--- config.mk ---
export PLATFORM = sky130hd
export DESIGN_NAME = dmas_regs
export DESIGN_NICKNAME = d
export VERILOG_FILES = /design/src/dmas_pkg.sv /design/src/dmas_field_if.sv /design/src/dmas_field_enc.sv /design/src/dmas_regs.sv
export SDC_FILE = /design/constraint.sdc
export NUM_CORES = 1
export LEC_CHECK = 0
export ABC_AREA = 1
export BUFFER_PORTS_ARGS = -buffer_cell sky130_fd_sc_hd__buf_2
export CAP_MARGIN = 40
export CORE_MARGIN = 4
export CORE_UTILIZATION = 35
export DETAILED_ROUTE_END_ITERATION = 10
export PLACE_DENSITY_LB_ADDON = 0.05
export SYNTH_ARGS = -nofsm -noshare
export SYNTH_HDL_FRONTEND = slang
export SYNTH_SLANG_ARGS = --single-unit
--- constraint.sdc ---
create_clock -name clk -period 1.46 [get_ports clk]
set_input_delay 0.219 -clock clk [delete_from_list [all_inputs] [get_ports clk]]
set_output_delay 0.219 -clock clk [all_outputs]
set_load 0.05 [all_outputs]
--- src/dmas_pkg.sv ---
// constants and types for the debug management and authentication status regs
package dmas_pkg;
    localparam int DMAS_ADDR_W = 12;
    localparam int DMAS_DATA_W = 32;
    localparam int DMAS_FIELD_COUNT = 8;
    localparam int DMAS_FIELD_BASE_BIT = 12;
    localparam int DMAS_RESERVED_LSB = 28;
    localparam logic [11:0] DMAS_MGMT_FIRST = 12'hF00;
    localparam logic [11:0] DMAS_MGMT_LAST = 12'hFCC;
    localparam logic [11:0] DMAS_FRAME_LAST = 12'hFFF;
    localparam logic [11:0] DMAS_AUTH_STATUS_OFFSET = 12'hFB8;
    localparam logic [3:0] DMAS_COMPONENT_CLASS = 4'h9;
    localparam logic [1:0] DMAS_CODE_ABSENT = 2'h0;
    localparam logic [1:0] DMAS_CODE_RESERVED = 2'h1;
    localparam logic [1:0] DMAS_CODE_DISABLED = 2'h2;
    localparam logic [1:0] DMAS_CODE_ENABLED = 2'h3;
    localparam logic [1:0] DMAS_RESP_OKAY = 2'h0;
    localparam logic [1:0] DMAS_RESP_SLVERR = 2'h2;
    localparam logic [31:0] DMAS_AUTH_RESET = 32'h00000000;
    localparam int DMAS_SETTLE_CYCLES = 5;

    typedef struct packed {
        logic sync1;
        logic sync2;
        logic [1:0] code;
    } dmas_field_s;

    localparam dmas_field_s DMAS_FIELD_RESET = '0;

    typedef struct packed {
        logic awHeld;
        logic [11:0] awAddr;
        logic wHeld;
        logic bValid;
        logic [1:0] bResp;
        logic rValid;
        logic [31:0] rData;
        logic [1:0] rResp;
        logic [31:0] authentication_status;
        logic [3:0] componentClass;
        logic [11:0] partNumber;
    } dmas_top_s;

    localparam dmas_top_s DMAS_TOP_RESET = '0;
endpackage

--- src/dmas_field_if.sv ---
// one status field code passed from an encoder to the register bank
`timescale 1ns/1ns
interface dmas_field_if;
    logic [1:0] code;
    modport enc
    (
        output code
    );
    modport bank
    (
        input code
    );
endinterface

--- src/dmas_field_enc.sv ---
// synchronises one enable pin and encodes its two-bit status field
`timescale 1ns/1ns
module dmas_field_enc
    import dmas_pkg::*;
#(
    parameter bit IMPLEMENTED = 1'b1
)
(
    input wire logic clk,
    input wire logic rst_b,
    input wire logic enablePin,
    dmas_field_if.enc fieldIo
);
    dmas_field_s st;
    dmas_field_s next_st;

    always_comb
    begin
        next_st = st;
        next_st.sync1 = enablePin;
        next_st.sync2 = st.sync1;
        // absent field reads 0b00, else 0b10 or 0b11, never 0b01
        if (IMPLEMENTED)
        begin
            next_st.code = st.sync2 ? DMAS_CODE_ENABLED : DMAS_CODE_DISABLED;
        end
        else
        begin
            next_st.code = DMAS_CODE_ABSENT;
        end
    end

    always_ff @(posedge clk)
    begin
        if (!rst_b)
        begin
            st <= DMAS_FIELD_RESET;
        end
        else
        begin
            st <= next_st;
        end
    end

    assign fieldIo.code = st.code;
endmodule

--- src/dmas_regs.sv ---
// management register region with live authentication status over axi4-lite
`timescale 1ns/1ns
module dmas_regs
    import dmas_pkg::*;
#(
    parameter logic [7:0] FIELD_IMPL = 8'hFF,
    // arbitrary part number value
    parameter logic [11:0] PART_NUMBER = 12'h5A1
)
(
    input wire logic clk,
    input wire logic rst_b,
    input wire logic [7:0] debugEnable,
    input wire logic [11:0] awaddr,
    input wire logic awvalid,
    output logic awready,
    input wire logic [31:0] wdata,
    input wire logic [3:0] wstrb,
    input wire logic wvalid,
    output logic wready,
    output logic [1:0] bresp,
    output logic bvalid,
    input wire logic bready,
    input wire logic [11:0] araddr,
    input wire logic arvalid,
    output logic arready,
    output logic [31:0] rdata,
    output logic [1:0] rresp,
    output logic rvalid,
    input wire logic rready,
    output logic [3:0] componentClass,
    output logic [11:0] partNumber
);
    dmas_top_s st;
    dmas_top_s next_st;
    logic [1:0] fieldCode [DMAS_FIELD_COUNT];

    // field 0 is realm invasive at bit 12, field 7 root non-invasive at 26
    for (genvar i = 0; i < DMAS_FIELD_COUNT; i++)
    begin : g_field
        dmas_field_if fieldIf ();
        dmas_field_enc #(
            .IMPLEMENTED(FIELD_IMPL[i])
        ) u_enc (
            .clk(clk),
            .rst_b(rst_b),
            .enablePin(debugEnable[i]),
            .fieldIo(fieldIf)
        );
        assign fieldCode[i] = fieldIf.code;
    end

    // frame below the management range holds nothing here
    function automatic logic [1:0] respFor(input logic [11:0] addr);
        respFor = (addr < DMAS_MGMT_FIRST) ? DMAS_RESP_SLVERR : DMAS_RESP_OKAY;
    endfunction

    function automatic logic [31:0] readFor(input logic [11:0] addr,
                                            input logic [31:0] auth);
        readFor = '0;
        if ({addr[11:2], 2'h0} == DMAS_AUTH_STATUS_OFFSET)
        begin
            readFor = auth;
        end
    endfunction

    assign awready = !st.awHeld && !st.bValid;
    assign wready = !st.wHeld && !st.bValid;
    assign arready = !st.rValid;

    always_comb
    begin
        next_st = st;
        next_st.componentClass = DMAS_COMPONENT_CLASS;
        next_st.partNumber = PART_NUMBER;
        next_st.authentication_status = DMAS_AUTH_RESET;
        for (int i = 0; i < DMAS_FIELD_COUNT; i++)
        begin
            next_st.authentication_status[DMAS_FIELD_BASE_BIT + 2 * i +: 2] =
                fieldCode[i];
        end
        if (awvalid && awready)
        begin
            next_st.awHeld = 1'b1;
            next_st.awAddr = awaddr;
        end
        if (wvalid && wready)
        begin
            next_st.wHeld = 1'b1;
        end
        // data and strobes are dropped: nothing here is writable
        if (next_st.awHeld && next_st.wHeld && !st.bValid)
        begin
            next_st.awHeld = 1'b0;
            next_st.wHeld = 1'b0;
            next_st.bValid = 1'b1;
            next_st.bResp = respFor(next_st.awAddr);
        end
        if (st.bValid && bready)
        begin
            next_st.bValid = 1'b0;
        end
        if (st.rValid && rready)
        begin
            next_st.rValid = 1'b0;
        end
        if (arvalid && arready)
        begin
            next_st.rValid = 1'b1;
            next_st.rData = readFor(araddr, st.authentication_status);
            next_st.rResp = respFor(araddr);
        end
    end

    always_ff @(posedge clk)
    begin
        if (!rst_b)
        begin
            st <= DMAS_TOP_RESET;
        end
        else
        begin
            st <= next_st;
        end
    end

    assign bvalid = st.bValid;
    assign bresp = st.bResp;
    assign rvalid = st.rValid;
    assign rdata = st.rData;
    assign rresp = st.rResp;
    assign componentClass = st.componentClass;
    assign partNumber = st.partNumber;
endmodule

# Word-level counts from Yosys, hierarchy flattened
# Index checks and enable logic that the tools add are counted.
# classes
muxes,16
bitwise_logic,1
n_eq_ne,1
reduce_logical,16
order_cmp,2
# op_table
cell,count
35-bit two-way mux,1
32-bit two-way mux,1
"12-bit < comparator, second input constant",2
16-bit two-way mux,1
13-bit two-way mux,1
"10-bit equality test, second input constant",1
1-bit two-way mux,10
1-bit logical AND,9
1-bit logical NOT,4
2-bit two-way mux,2
2-bit OR reduction,2
2-bit nonzero test,1
1-bit NOT,1
# word_totals
in_bits,75
ff_bits,132

# Longest topological paths before layout
# depth
depth_word,7
depth_mapped,7
ltp_nobuf,7

# By module
# A second synthesis with hierarchy kept.
# unflattened
hier_cells,318
hier_area_um2,2785.2
# modules_own_cells
mod,area_each_um2,cells_per_inst,instances
dmas_regs,1964.4,238,1
dmas_field_enc,102.6,10,8

# Worst setup path before layout
# No wires, ideal clock.
# synth_timing
path_type,register -> register
start,"register st, in the netlist bvalid"
end,register st[86] (netlist name)
stages_incl_launch_ff,4
t_required_ps,1374
slack_ps,-222
path_buffers,0
period_less_slack_ps,1682
t_arrival_ps,1597
path_cell_list,dfxtp_1 -> nor2_1 -> nand2_1 -> a211oi_1
# synth_between
elab_chain_cells,7
word_cells_on_any_way,10
# synth_rtl
item,line,text
from (decl),dmas_regs.sv:34,dmas_top_s st;
from (signal assigned),dmas_regs.sv:123,st <= next_st;
1-bit logical NOT *,dmas_regs.sv:68,assign wready = !st.wHeld && !st.bValid;
1-bit logical AND *,dmas_regs.sv:68,
net wready,dmas_regs.sv:20,"output logic wready,"
1-bit logical AND *,dmas_regs.sv:87,if (wvalid && wready)
1-bit two-way mux *,dmas_regs.sv:87,
1-bit logical AND (2 in a row),dmas_regs.sv:92,if (next_st.awHeld && next_st.wHeld && !st.bValid)
2-bit OR reduction (no source line),-,
# The timed path passes the listed nets; every way through them passes the cells marked *.
# A chain may end at the register's enable or synchronous reset.

# Worst setup path in the final report
# layout_timing
start,register st[99] (netlist name)
end,output awready
# layout_between
elab_chain_cells,2
# layout_rtl
item,line,text
1-bit logical NOT,dmas_regs.sv:67,assign awready = !st.awHeld && !st.bValid;
1-bit logical AND,dmas_regs.sv:67,
to (decl),dmas_regs.sv:16,"output logic awready,"
# No other way between the ends.

==> impl_metrics.py <==
metrics = {
    "power_and_ir_drop": {
        "finalPower_mw": 3.094,
        "ir_drop_uv": 486.8,
        "leakagePower_nw": 1.350,
        "powerDensity_mw_per_mm2": 1310,
    },
    "clock_tree": {
        "htreeDepth": 2,
        "clockBufferDepth": 2,
        "clk_pin_slew_ns": 0.09,
        "cts_sinks": 54,
        "post_cts_buffers": 0,
        "cts_resized": 0,
        "ctsHoldBuffers": 0,
        "cts_tree": "done",
        "numCtsBuffers": 5,
        "clkLatencyLatePin_ns": 0.30,
        "root_buffer": "clkbuf_8",
    },
    "min_path": {
        "min-delay-start": "debugEnable[5]",
        "hold_path_class": "in2reg",
    },
    "synth": {
        "netlist_area_mm2": 0.002178,
        "async_reset_ff_frac": 0,
        "netlist_instances": 260,
        "synth_top_flop_cell": "dfxtp_1",
        "synth.distinct_cells": 22,
        "synth-adder-area-share": 0,
        "synth_compound_area_frac": 0.07410,
        "yosysWarnings": 0,
        "yosys.area_share.simple": 0.1591,
        "synthMuxAreaShare": 0,
        "synth_top_family_by_area": "buffers and inverters",
        "ys_ff_latch": 54,
        "synth_area_per_cell_um2": 8.378,
        "seq_area_frac_synth": 0.4963,
        "synth_edf_count": 0,
        "synth-xor-area-share": 0,
    },
    "job": {
        "drv_cap": 0,
    },
    "floorplan": {
        "ioPinCount": 132,
        "placementRows": 28,
        "die_h_um": 86.89,
        "core_area_mm2": 0.005991,
        "fp.dieW_um": 86.89,
        "die_area_mm2": 0.007550,
        "initial_core_util": 0.3636,
    },
    "layout": {
        "layout.nets": 371,
        "nFillCells": 645,
        "final_common_cell": "buf_2",
        "antenna_cells": 0,
        "layout_common_cells": "buf_2 (58), dfxtp_1 (52), nand2_1 (47)",
        "drive_gt1_frac": 0.2727,
        "stdcell_count": 372,
        "area_growth_pct": 8.444,
        "final_area_mm2": 0.002362,
        "fin_util": 0.3943,
    },
    "grt": {
        "grt-ovfl-total": 0,
        "grt_start_max_net_pins": 23,
        "grt.total_usage": 0.09096,
        "grt_pass1_vias": 1235,
        "grt_pass1_wl_um": 5388,
        "grt_antenna_before_repair": 0,
    },
    "placed_design": {
        "dp_cells": 364,
        "dpl.hpwl_um": 2434,
        "dpl-instance-area_mm2": 0.002267,
        "port-buffer-count": 58,
        "pre_cts_ws_ns": 0.3477,
        "gp_congestion": 0.6348,
    },
    "drt": {
        "drcViolationCount": 0,
        "first_pass_iters": 4,
        "dr_total_vias": 1425,
        "drt_iter0_drc": 29,
        "final_antenna_net_count": 0,
        "wl_um": 3323,
        "vias_per_cell": 3.831,
        "routedWlPerCell_um": 8.933,
    },
    "critical_path": {
        "setup.worst_path.start_class": "flop",
        "cp_max_fo": 6,
        "worstPathRequired_ns": 1.24,
        "r2r-start": "st[99]",
        "worstPathArrival_ns": 1.13,
        "crit_type": "reg2out",
        "endpoint_kind": "primary output",
        "critPathLaunch": "st[99]",
    },
    "timing": {
        "slew_viol_final": 0,
        "fin_ws_ns": 0.1089,
        "finClkSkew_ns": 0.003559,
        "fin_setup_tns_ns": 0,
        "hold_viol": 0,
        "finalSetupViolCount": 0,
        "post-route-period-util": 0.9254,
        "final.min_clock_period_ns": 1.351,
        "fmax_mhz": 740.2,
        "rsz0062_at_grt": "no",
        "worst_hold_slack_ns": 0.08895,
    },
    "status": {
        "status": "finished, final reports clean",
    },
}
-- power breakdown --
part | switching [mW] | internal, mW
logic | 0.529 | 0.134
clock network | 0.464 | 0.382
registers | 0.0345 | 1.55
total | 1.03 | 2.07
-- worst paths after layout --
| path | end | slack, ns | cells after the start |
|---|---|---|---|
| max reg2reg | bresp[1] | 0.34 | 6 |
| max | awready | 0.11 | 2 |
| min reg2reg | g_field[6].u_enc.st[2] | 0.42 | 2 |
| min | g_field[5].u_enc.next_st[2] | 0.09 | 3 |
-- cells in the mapped netlist (2+ instances only) --
library cell  number  area, µm²
buf_2              5      25.02
nor2_2             2      12.51
o21ai_0           11      55.05
buf_4             53      397.9
nor2_1             7      26.28
dfxtp_1           54       1081
nand2_1           47      176.4
a21oi_1           14      70.07
nand3_1            6      30.03
nand4_1            9      56.30
inv_1             41      153.9
-- metal layers --
metal  global-route usage  up-vias  share of wire
li1                     -      785              -
met1               0.1075      587           0.44
met4              0.02975        0          0.012
met2               0.1491       49           0.46
met3              0.03784        4          0.091
met5                    0        -              0
-- cells by family after synthesis --
kind of cell           Yosys count
buffers and inverters          101
other                            1
and+or+nand+nor                 75
AOI/OAI and AO/OA               29
DFF                             54
-- flip-flops by register name, indices dropped and copies added, names as in the netlist --
name,count
componentClass,1
st,15
rvalid,1
g_field.u_enc.fieldIo.code,9
bvalid,1
g_field.u_enc.st,8
bresp,1
g_field.u_enc.next_st,8
rresp,1
rdata,9
-- worst max-delay path, stage by stage (launching register included) --
cell and delay, ns:
dfxtp_1 0.34, nor2_4 0.19, buf_2 0.30
-- area by class of cell --
cell class | count | area, µm² | share of cell area
flip-flops and latches | 54 | 1084 | 0.4587
multi-input cells | 131 | 611.8 | 0.2590
repair buffers | 62 | 320.3 | 0.1356
inverters | 42 | 157.7 | 0.06674
well taps | 75 | 93.84 | 0.03972
clock buffers | 6 | 82.58 | 0.03496
clock inverters | 2 | 12.51 | 0.005297
No activity file was read; power rests on OpenSTA's default activity.
